## config.mk

```make
export PLATFORM = sky130hd
export DESIGN_NAME = mitb_top
export DESIGN_NICKNAME = d
export VERILOG_FILES = /design/src/hw/mitb_pkg.sv /design/src/hw/mitb_timebase.sv /design/src/hw/mitb_top.sv
export VERILOG_INCLUDE_DIRS = /design/src /design/src/hw
export SDC_FILE = /design/constraint.sdc
export NUM_CORES = 1
export LEC_CHECK = 0
export BUFFER_PORTS_ARGS = -buffer_cell sky130_fd_sc_hd__buf_2
export CORE_ASPECT_RATIO = 1.2
export CORE_MARGIN = 4
export CORE_UTILIZATION = 49
export CTS_BUF_LIST = sky130_fd_sc_hd__clkbuf_16
export CTS_CLUSTER_DIAMETER = 120
export CTS_CLUSTER_SIZE = 40
export DETAILED_ROUTE_END_ITERATION = 8
export HOLD_SLACK_MARGIN = 0.03
export MAX_ROUTING_LAYER = met4
export PLACE_DENSITY = 0.76
export SLEW_MARGIN = 20
export SYNTH_ARGS = -nofsm -noshare
export SYNTH_HDL_FRONTEND = slang
export SYNTH_HIERARCHICAL = 1
export SYNTH_SLANG_ARGS = --single-unit
```

## constraint.sdc

```tcl
create_clock -name pclk -period 2.4 [get_ports pclk]
set_input_delay 0.12 -clock pclk [delete_from_list [all_inputs] [get_ports pclk]]
set_output_delay 0.12 -clock pclk [all_outputs]
set_load 0.02 [all_outputs]
```

## src/hw/mitb_regs.svh

```systemverilog
`ifndef MITB_REGS_SVH
`define MITB_REGS_SVH

// Register byte offsets
`define MITB_OFF_CTRL 12'h000
`define MITB_OFF_FLAGS 12'h004
`define MITB_OFF_ENABLE 12'h008
`define MITB_OFF_PSC 12'h00c
`define MITB_OFF_TB0 12'h010
`define MITB_OFF_TB1 12'h014
`define MITB_OFF_STATUS 12'h018

// Field positions
`define MITB_CTRL_GIE_BIT 0
`define MITB_TB_RUN_BIT 7
`define MITB_TB_PER_MSB 2
`define MITB_PSC_MSB 1
`define MITB_STAT_REQ_BIT 0
`define MITB_STAT_IDX_LSB 4
`define MITB_STAT_IDX_MSB 7

// Reset values
`define MITB_RST_FLAGS 9'h000
`define MITB_RST_ENABLE 9'h000
`define MITB_RST_PSC 2'h0
`define MITB_RST_TB_PER 3'h0

// Source indices in priority order, 0 highest
`define MITB_SRC_LVD 0
`define MITB_SRC_ADC 1
`define MITB_SRC_NV 2
`define MITB_SRC_STMA 3
`define MITB_SRC_STMP 4
`define MITB_SRC_PTMA 5
`define MITB_SRC_PTMP 6
`define MITB_SRC_TB0 7
`define MITB_SRC_TB1 8
`define MITB_NSRC 9

// Vector addresses: base plus index times step
`define MITB_VEC_BASE 12'h004
`define MITB_VEC_SHIFT 2

// Prescaler source codes and divider
`define MITB_PSC_SYS 2'h0
`define MITB_PSC_SYS4 2'h1
`define MITB_SYS4_LAST 2'h3

// Time-base period exponent range
`define MITB_TB_MIN_EXP 8
`define MITB_TB_MAX_EXP 15

`endif

```

## src/hw/mitb_pkg.sv

```systemverilog
package mitb_pkg;
    // Event strobes from the peripherals, same clock domain
    typedef struct packed {
        logic lvd_low;
        logic adc_done;
        logic nv_done;
        logic stm_a;
        logic stm_p;
        logic ptm_a;
        logic ptm_p;
    } mitb_evt_t;

    // Handshake from the core sequencer
    typedef struct packed {
        logic ack;
        logic ret;
        logic interrupt_return_instruction;
    } mitb_core_t;

    typedef logic [3:0] mitb_idx_t;
    typedef logic [11:0] mitb_vec_t;
endpackage : mitb_pkg

```

## src/hw/mitb_timebase.sv

```systemverilog
`timescale 1ns/1ns
`default_nettype none
`include "mitb_regs.svh"

module mitb_timebase
    import mitb_pkg::*;
#(
    parameter int CNT_W = `MITB_TB_MAX_EXP
) (
    input wire logic pclk,
    input wire logic presetn,
    input wire logic tick,
    input wire logic run,
    input wire logic [2:0] period,
    output logic overflow
);
    initial begin
        if (CNT_W != `MITB_TB_MAX_EXP) begin
            $error("mitb_timebase: CNT_W must equal the largest period exponent");
        end
    end

    logic [CNT_W-1:0] cnt_q;
    logic [CNT_W-1:0] cnt_d;
    logic [CNT_W-1:0] mask;
    logic ovf_q;
    logic ovf_d;

    always_comb begin
        // Low 8+period bits all ones marks the last prescaler clock of a period
        mask = {CNT_W{1'b1}} >> (4'(`MITB_TB_MAX_EXP - `MITB_TB_MIN_EXP) - {1'b0, period});
        cnt_d = cnt_q;
        ovf_d = 1'b0;
        if (!run) begin
            cnt_d = '0;
        end else if (tick) begin
            cnt_d = cnt_q + CNT_W'(1);
            ovf_d = ((cnt_q & mask) == mask);
        end
    end

    always_ff @(posedge pclk or negedge presetn) begin
        if (!presetn) begin
            cnt_q <= '0;
            ovf_q <= 1'b0;
        end else begin
            cnt_q <= cnt_d;
            ovf_q <= ovf_d;
        end
    end

    assign overflow = ovf_q;

    ovf_cause_a: assert property (@(posedge pclk) disable iff (!presetn)
        overflow |-> $past(run) && $past(tick))
        else $error("time-base overflow without a running prescaler clock");
endmodule : mitb_timebase
`default_nettype wire

```

## src/hw/mitb_top.sv

```systemverilog
// How it works
// - Low-voltage detector report sets the low-voltage flag.
// - Conversion completion sets the conversion-done flag.
// - End of each nonvolatile write cycle sets its flag.
// - Each timer module has comparator A and P flags, each with own enable.
// - Vector only when flag, global enable, source enable set and stack not full.
// - Servicing a request clears that source's flag.
// - Servicing any request clears the global enable.
// - Each time-base sets its flag on divider overflow.
// - Prescaler field: 00 system clock, 01 system clock/4, 1x sub clock.
// - Time-base zero: bit 7 runs it, bits 2-0 pick 2^(8+code) period.
// - Time-base one uses the same layout.
// - Unused bits of prescaler and time-base registers read zero.
// - In sleep or idle any flag rising wakes the device, enables ignored.
// - A set flag stays until serviced or cleared by software.
// - Vectoring pushes only the program counter; nothing else saved.
// - Interrupt return sets global enable; plain return leaves it low.
// - Global enable low blocks every interrupt.
// - Blocked requests still set and hold their flags.
`timescale 1ns/1ns
`default_nettype none
`include "mitb_regs.svh"

module mitb_top
    import mitb_pkg::*;
#(
    parameter int NSRC = `MITB_NSRC
) (
    input wire logic pclk,
    input wire logic presetn,
    input wire logic psel,
    input wire logic penable,
    input wire logic pwrite,
    input wire logic [11:0] paddr,
    input wire logic [31:0] pwdata,
    output logic [31:0] prdata,
    output logic pready,
    output logic pslverr,
    input wire mitb_evt_t events,
    input wire logic sub_clock,
    input wire mitb_core_t core,
    input wire logic stack_full,
    input wire logic sleep_mode,
    output logic irq_req,
    output mitb_vec_t irq_vector,
    output logic wake
);
    initial begin
        if (NSRC != `MITB_NSRC) begin
            $error("mitb_top: NSRC must match the source map");
        end
    end

    // Control state
    logic gie_q, gie_d;
    logic [NSRC-1:0] flags_q, flags_d;
    logic [NSRC-1:0] en_q, en_d;
    logic [1:0] psc_q, psc_d;
    logic [1:0] tb_run_q, tb_run_d;
    logic [2:0] tb_per_q [2];
    logic [2:0] tb_per_d [2];
    logic req_q, req_d;
    mitb_idx_t idx_q, idx_d;
    logic wake_q, wake_d;
    logic [31:0] rdata_q, rdata_d;

    // Prescaler state
    logic [1:0] div4_q, div4_d;
    logic sub_s1_q, sub_s2_q, sub_s3_q;
    logic psc_tick;
    logic [1:0] tb_ovf;

    // Bus decode
    logic wr_en, setup;
    logic wr_ctrl, wr_flags, wr_en_reg, wr_psc, wr_tb0, wr_tb1;
    logic addr_ok;
    logic ack_take;
    logic [NSRC-1:0] set_vec;
    logic [NSRC-1:0] pend;

    assign setup = psel && !penable;
    assign wr_en = psel && penable && pwrite;
    assign pready = 1'b1;

    always_comb begin
        wr_ctrl = 1'b0;
        wr_flags = 1'b0;
        wr_en_reg = 1'b0;
        wr_psc = 1'b0;
        wr_tb0 = 1'b0;
        wr_tb1 = 1'b0;
        addr_ok = 1'b1;
        if (paddr == `MITB_OFF_CTRL) begin
            wr_ctrl = wr_en;
        end else if (paddr == `MITB_OFF_FLAGS) begin
            wr_flags = wr_en;
        end else if (paddr == `MITB_OFF_ENABLE) begin
            wr_en_reg = wr_en;
        end else if (paddr == `MITB_OFF_PSC) begin
            wr_psc = wr_en;
        end else if (paddr == `MITB_OFF_TB0) begin
            wr_tb0 = wr_en;
        end else if (paddr == `MITB_OFF_TB1) begin
            wr_tb1 = wr_en;
        end else if (paddr == `MITB_OFF_STATUS) begin
            addr_ok = 1'b1;
        end else begin
            addr_ok = 1'b0;
        end
    end

    assign pslverr = psel && penable && !addr_ok;

    // Read data is captured in the setup cycle and shown in the access cycle
    always_comb begin
        rdata_d = rdata_q;
        if (setup) begin
            if (paddr == `MITB_OFF_CTRL) begin
                rdata_d = 32'(gie_q);
            end else if (paddr == `MITB_OFF_FLAGS) begin
                rdata_d = 32'(flags_q);
            end else if (paddr == `MITB_OFF_ENABLE) begin
                rdata_d = 32'(en_q);
            end else if (paddr == `MITB_OFF_PSC) begin
                rdata_d = 32'(psc_q);
            end else if (paddr == `MITB_OFF_TB0) begin
                rdata_d = 32'({tb_run_q[0], 4'h0, tb_per_q[0]});
            end else if (paddr == `MITB_OFF_TB1) begin
                rdata_d = 32'({tb_run_q[1], 4'h0, tb_per_q[1]});
            end else if (paddr == `MITB_OFF_STATUS) begin
                rdata_d = 32'({idx_q, 3'h0, req_q});
            end else begin
                rdata_d = 32'h0000_0000;
            end
        end
    end

    assign prdata = rdata_q;

    // Prescaler clock enable; sub clock passes two flops before the edge detector
    always_comb begin
        div4_d = div4_q + 2'h1;
        if (psc_q == `MITB_PSC_SYS) begin
            psc_tick = 1'b1;
        end else if (psc_q == `MITB_PSC_SYS4) begin
            psc_tick = (div4_q == `MITB_SYS4_LAST);
        end else begin
            psc_tick = sub_s2_q && !sub_s3_q;
        end
    end

    genvar g;
    generate
        for (g = 0; g < 2; g++) begin : g_tb
            mitb_timebase #(
                .CNT_W(`MITB_TB_MAX_EXP)
            ) u_tb (
                .pclk(pclk),
                .presetn(presetn),
                .tick(psc_tick),
                .run(tb_run_q[g]),
                .period(tb_per_q[g]),
                .overflow(tb_ovf[g])
            );
        end
    endgenerate

    // Hardware set strobes
    always_comb begin
        set_vec = '0;
        set_vec[`MITB_SRC_LVD] = events.lvd_low;
        set_vec[`MITB_SRC_ADC] = events.adc_done;
        set_vec[`MITB_SRC_NV] = events.nv_done;
        set_vec[`MITB_SRC_STMA] = events.stm_a;
        set_vec[`MITB_SRC_STMP] = events.stm_p;
        set_vec[`MITB_SRC_PTMA] = events.ptm_a;
        set_vec[`MITB_SRC_PTMP] = events.ptm_p;
        set_vec[`MITB_SRC_TB0] = tb_ovf[0];
        set_vec[`MITB_SRC_TB1] = tb_ovf[1];
    end

    // The core takes the vector and pushes only its program counter
    assign ack_take = core.ack && req_q;

    always_comb begin
        flags_d = flags_q;
        en_d = en_q;
        gie_d = gie_q;
        psc_d = psc_q;
        tb_run_d = tb_run_q;
        tb_per_d = tb_per_q;
        if (wr_flags) begin
            flags_d = pwdata[NSRC-1:0];
        end
        if (wr_en_reg) begin
            en_d = pwdata[NSRC-1:0];
        end
        if (wr_psc) begin
            psc_d = pwdata[`MITB_PSC_MSB:0];
        end
        if (wr_tb0) begin
            tb_run_d[0] = pwdata[`MITB_TB_RUN_BIT];
            tb_per_d[0] = pwdata[`MITB_TB_PER_MSB:0];
        end
        if (wr_tb1) begin
            tb_run_d[1] = pwdata[`MITB_TB_RUN_BIT];
            tb_per_d[1] = pwdata[`MITB_TB_PER_MSB:0];
        end
        if (wr_ctrl) begin
            gie_d = pwdata[`MITB_CTRL_GIE_BIT];
        end
        if (core.interrupt_return_instruction) begin
            gie_d = 1'b1;
        end
        if (ack_take) begin
            flags_d[idx_q] = 1'b0;
            gie_d = 1'b0;
        end
        // A new event beats any clear in the same cycle
        flags_d = flags_d | set_vec;
    end

    // Request and vector are computed from the next state so they never lag it
    always_comb begin
        pend = flags_d & en_d;
        req_d = gie_d && !stack_full && (pend != '0);
        idx_d = '0;
        for (int i = NSRC - 1; i >= 0; i--) begin
            if (pend[i]) begin
                idx_d = mitb_idx_t'(i);
            end
        end
        wake_d = sleep_mode && ((flags_d & ~flags_q) != '0);
    end

    always_ff @(posedge pclk or negedge presetn) begin
        if (!presetn) begin
            gie_q <= 1'b0;
            flags_q <= `MITB_RST_FLAGS;
            en_q <= `MITB_RST_ENABLE;
            psc_q <= `MITB_RST_PSC;
            tb_run_q <= 2'h0;
            tb_per_q[0] <= `MITB_RST_TB_PER;
            tb_per_q[1] <= `MITB_RST_TB_PER;
            req_q <= 1'b0;
            idx_q <= '0;
            wake_q <= 1'b0;
            rdata_q <= 32'h0000_0000;
            div4_q <= 2'h0;
            sub_s1_q <= 1'b0;
            sub_s2_q <= 1'b0;
            sub_s3_q <= 1'b0;
        end else begin
            gie_q <= gie_d;
            flags_q <= flags_d;
            en_q <= en_d;
            psc_q <= psc_d;
            tb_run_q <= tb_run_d;
            tb_per_q <= tb_per_d;
            req_q <= req_d;
            idx_q <= idx_d;
            wake_q <= wake_d;
            rdata_q <= rdata_d;
            div4_q <= div4_d;
            sub_s1_q <= sub_clock;
            sub_s2_q <= sub_s1_q;
            sub_s3_q <= sub_s2_q;
        end
    end

    assign irq_req = req_q;
    assign irq_vector = `MITB_VEC_BASE + (mitb_vec_t'(idx_q) << `MITB_VEC_SHIFT);
    assign wake = wake_q;

    lvd_set_a: assert property (@(posedge pclk) disable iff (!presetn)
        events.lvd_low |=> flags_q[`MITB_SRC_LVD])
        else $error("low-voltage report did not set its flag");

    adc_set_a: assert property (@(posedge pclk) disable iff (!presetn)
        events.adc_done |=> flags_q[`MITB_SRC_ADC])
        else $error("conversion done did not set its flag");

    nv_set_a: assert property (@(posedge pclk) disable iff (!presetn)
        events.nv_done |=> flags_q[`MITB_SRC_NV])
        else $error("write done did not set its flag");

    tm_set_a: assert property (@(posedge pclk) disable iff (!presetn)
        1'b1 |=> (flags_q[`MITB_SRC_PTMP:`MITB_SRC_STMA]
            | ~$past({events.ptm_p, events.ptm_a, events.stm_p, events.stm_a})) == 4'hf)
        else $error("timer match did not set its flag");

    req_cause_a: assert property (@(posedge pclk) disable iff (!presetn)
        irq_req |-> gie_q && ((flags_q & en_q) != '0) && flags_q[idx_q] && en_q[idx_q])
        else $error("request raised without a cause");

    gie_block_a: assert property (@(posedge pclk) disable iff (!presetn)
        !gie_q |-> !irq_req)
        else $error("request raised with global enable low");

    ack_clear_a: assert property (@(posedge pclk) disable iff (!presetn)
        ack_take && !wr_flags && !set_vec[idx_q] |=> !flags_q[$past(idx_q)])
        else $error("serviced flag not cleared");

    ack_gie_a: assert property (@(posedge pclk) disable iff (!presetn)
        ack_take |=> !gie_q && !irq_req)
        else $error("global enable not cleared on service");

    interrupt_return_instruction_gie_a: assert property (@(posedge pclk) disable iff (!presetn)
        core.interrupt_return_instruction && !ack_take |=> gie_q)
        else $error("interrupt return did not set global enable");

    ret_keep_a: assert property (@(posedge pclk) disable iff (!presetn)
        core.ret && !core.interrupt_return_instruction && !gie_q && !wr_ctrl |=> !gie_q)
        else $error("plain return changed global enable");

    flag_hold_a: assert property (@(posedge pclk) disable iff (!presetn)
        !ack_take && !wr_flags |=> (flags_q & $past(flags_q)) == $past(flags_q))
        else $error("flag dropped without service or software clear");

    wake_rise_a: assert property (@(posedge pclk) disable iff (!presetn)
        sleep_mode && events.adc_done && !flags_q[`MITB_SRC_ADC] |=> wake)
        else $error("rising flag in sleep did not wake");

    prio_pick_a: assert property (@(posedge pclk) disable iff (!presetn)
        irq_req && idx_q != '0 |-> !(flags_q[`MITB_SRC_LVD] && en_q[`MITB_SRC_LVD]))
        else $error("lower priority source chosen over low-voltage");
endmodule : mitb_top
`default_nettype wire

```

==> run_results.csv <==
group,metric,value,unit
global_route,busiest_layer,"met2",
pwr,p_switching,712.1,uW
hold_path,hold_start,"events[3]",
worst_setup_path,worst_ep_arrival_time,2.56,ns
route,wl,11920,um
sta,skew,0.009938,ns
hold_path,min_path_type,"in2reg",
pwr,total_leakage_power,2.566,nW
run,maxCapViolCount,0,
finish,syn2layout_area_growth,16.85,%
floorplanning,io_pins,110,
sta,fin_crit_sh,95.22,%
worst_setup_path,cp_top_family,"simple AND/OR/NAND/NOR gates",
synthesis,synthDistinctLibCells,64,
worst_setup_path,crit_buf_inv,2,
worst_setup_path,crit_fanout,6,
finish,drive_above_1_share,23.79,%
pwr,seq_power_share,46.7,%
route,vias,3991,
global_route,grt_max_degree,82,
synthesis,syn_avg_cell_area,9.687,um2
pwr,peakVddDrop,0.3352,mV
global_route,grt_pass1_wl,18930,um
floorplanning,start_util,50.19,%
floorplanning,core_region_area,9515,um2
synthesis,yosys.area.top_type,"dfrtp_1",
global_route,grt_overflow,0,
clocking,cts_tree,"yes",
worst_setup_path,path_class,"in2reg",
floorplanning,die_h,116.2,um
global_route,antenna_found_initial,0,
route,remaining_drc_errors,0,
route,drtIter0Drc,221,
global_route,met3_usage,4.301,%
pwr,p_clk_share,46.7,%
sta,slew_headroom,50.89,%
sta,timing.fmax,0.4376,GHz
clocking,cts_sinks,81,
pwr,internal_power,2.226,mW
worst_setup_path,ff2ff_setup_slack,0.12,ns
synthesis,synth-warning-count,6,
placed_design,portBuffers,54,
floorplanning,rows,39,
worst_setup_path,cp_common_cell,"or4_4",
finish,final_nets,644,
global_route,grtUsageMet1,22.88,%
pwr,p_sw_share,24.24,%
worst_setup_path,slowest_stage,"or4_4",
placed_design,place_area,5228,um2
worst_setup_path,startpoint_type,"input port",
clocking,clkLatencyLatePin,0.35,ns
sta,rsz0062_at_grt,"false",
global_route,grt_pass1_vias,3938,
synthesis,syn-cell-area,4776,um2
placed_design,place_hpwl,8898,um
floorplanning,dieWidth,98.13,um
synthesis,synth-seq-cells,81,
synthesis,yosys.area.top_type_share,42.44,%
worst_setup_path,worst_path_largest_cell_delay,0.59,ns
worst_setup_path,reg2reg_from,"idx_q[2]",
sta,tightest_slew,0.7367,ns
synthesis,seq_area_frac_synth,42.44,%
sta,hold_viol_final,0,
route,ant_nets,0,
clocking,cts_max_path_buffers,2,
sta,setup_viol,0,
route,drt_pre_antenna_iters,4,
synthesis,ys.flop_type,"dfrtp_1",
sta,slew_viol_final,0,
route,wl_per_cell,16.95,um
pwr,combPwrFrac,6.6,%
global_route,gr-usage-met2,38.83,%
placed_design,gp_congestion,0.9380,
finish,num-fill-cells,833,
pwr,finalPower,2.938,mW
clocking,clkTransAtPathRegs,0.06,ns
synthesis,synthCells,493,
worst_setup_path,cp.required,2.67,ns
clocking,ctsRootBufferMaster,"clkbuf_16",
synthesis,synth_edf_count,0,
clocking,numCtsBuffers,9,
worst_setup_path,startpoint,"paddr[0]",
clocking,cts_max_level,3,
global_route,grt_use_total,21.71,%
sta,min_period,2.285,ns
worst_setup_path,crit_chain,"buf_2 -> or4_4 -> or4_4 -> buf_4 -> and3_4 -> a311oi_4 -> o21a_1 -> nor4b_4 -> nor2b_1",
worst_setup_path,cp-end-kind,"flip-flop",
finish,antenna_cells,0,
synthesis,async_flop_share,100.0,%
pwr,powerDensity,526.5,nW/um2
finish,fin_area,5580,um2
sta,tns,0,ns
route,viasPerCell,5.677,
clocking,post_cts_buffers,0,
status,status,"completed",
synthesis,synthTopCellsByArea,"dfrtp_1 (42%), buf_4 (4.9%), nand2_1 (3.4%)",
floorplanning,die-area,11400,um2
-- power by group through the flow --
stage               Clock (mW)  Combinational, mW  Sequential [mW]
global placement             0              0.182             1.40
global route              1.46              0.210             1.37
detailed placement           0              0.185             1.40
floorplan                    0              0.134             1.40
finish                    1.37              0.194             1.37
CTS                       1.40              0.192             1.37
-- registers in the layout (all words and copies together), names as in the netlist --
signal              cells
g_tb.u_tb/overflow      2
en_q                    9
prdata                  9
sub_s3_q                1
gie_q                   1
psc_q                   2
g_tb.u_tb/cnt_q        30
irq_req                 1
div4_q                  2
tb_run_q                2
idx_q                   4
flags_q                 9
wake                    1
sub_s2_q                1
tb_per_q                6
sub_s1_q                1
-- metal layers --
layer | part of all wire (%) | routed length (um)
met1 | 39 | 4598
met2 | 51 | 6075
met3 | 6.6 | 784
met4 | 3.9 | 459
met5 | 0 | 0
-- cells by family after synthesis --
group | count (synthesis) | share of synthesized area (%)
flip-flops | 81 | 42.44
multiplexers | 28 | 6.183
adder cells (fa/ha/maj) | 7 | 1.834
other | 2 | 0.1573
buffers and inverters | 76 | 9.038
XOR/XNOR | 16 | 2.934
AO/OA/AOI/OAI | 108 | 16.40
AND/OR/NAND/NOR | 175 | 21.01
-- placed cells by master (no fill, tap or decap), drive strengths merged, types with 14 or more instances in the layout --
master,Yosys,final
mux2i,16,16
nand3,14,14
inv,33,33
conb,2,31
nor2,33,33
nand4,17,17
o21ai,27,27
a21oi,19,19
dfrtp,81,81
buf,38,80
nand2,43,43
-- layout make-up --
cell class              instances  area [um2]  share of cell area, %
well taps                     123       153.9                  2.758
flip-flops and latches         81        2027                  36.32
multi-input cells             365        2445                  43.81
repair buffers                 85       534.3                  9.574
clock buffers                   9       225.2                  4.036
clock inverters                 7       71.32                  1.278
inverters                      33       123.9                  2.220
-- final timing paths --
check / to / cells after the start
min in group asynchronous: prdata[7] / 2
max in group asynchronous: wake / 2
setup / recovery: idx_q[3] / 9
hold / removal: flags_q[3] / 2
hold reg to reg: sub_s2_q / 0
setup reg to reg: idx_q[3] / 8
-- Yosys cell counts, drive strengths merged, types with 6 or more instances --
library cell	instances
or3	6
and3	12
nor3	8
mux2	12
nand2b	7
mux2i	16
nor2b	6
inv	33
o31ai	13
nor2	33
o21ai	27
dfrtp	81
nand4	17
a21oi	19
buf	38
or4	13
xor2	13
a22oi	7
nand3	14
ha	7
o22ai	8
nand2	43
-- worst register-to-register path, stage by stage (launching register included) --
cell      delay [ns]
dfrtp_1         0.46
nor4bb_1        0.36
buf_4           0.18
nand2_1         0.05
and3_4          0.19
o32ai_4         0.34
o21a_1          0.24
nor4b_4         0.24
nor2b_1         0.15
-- metrics by stage --
step	utilization (%)	cells	setup slack, ns	hold slack [ns]
detailed placement	54.94	682	-0.2178	0.2294
global placement	54.94	682	-0.1117	0.2294
CTS	58.58	703	0.1328	0.03996
global route	58.65	703	0.009214	0.04729
finish	58.65	703	0.1147	0.05768
floorplan	-	522	-0.04810	-0.1756
-- repair_timing --
| item | CTS | global route |
|---|---|---|
| setup endpoints to repair | 0 | 1 |
| endpoints found under the hold margin | 85 | 0 |
| hold buffers | 5 | 0 |
| resized for setup | 0 | 1 |
(Power assumes the default switching activity.)
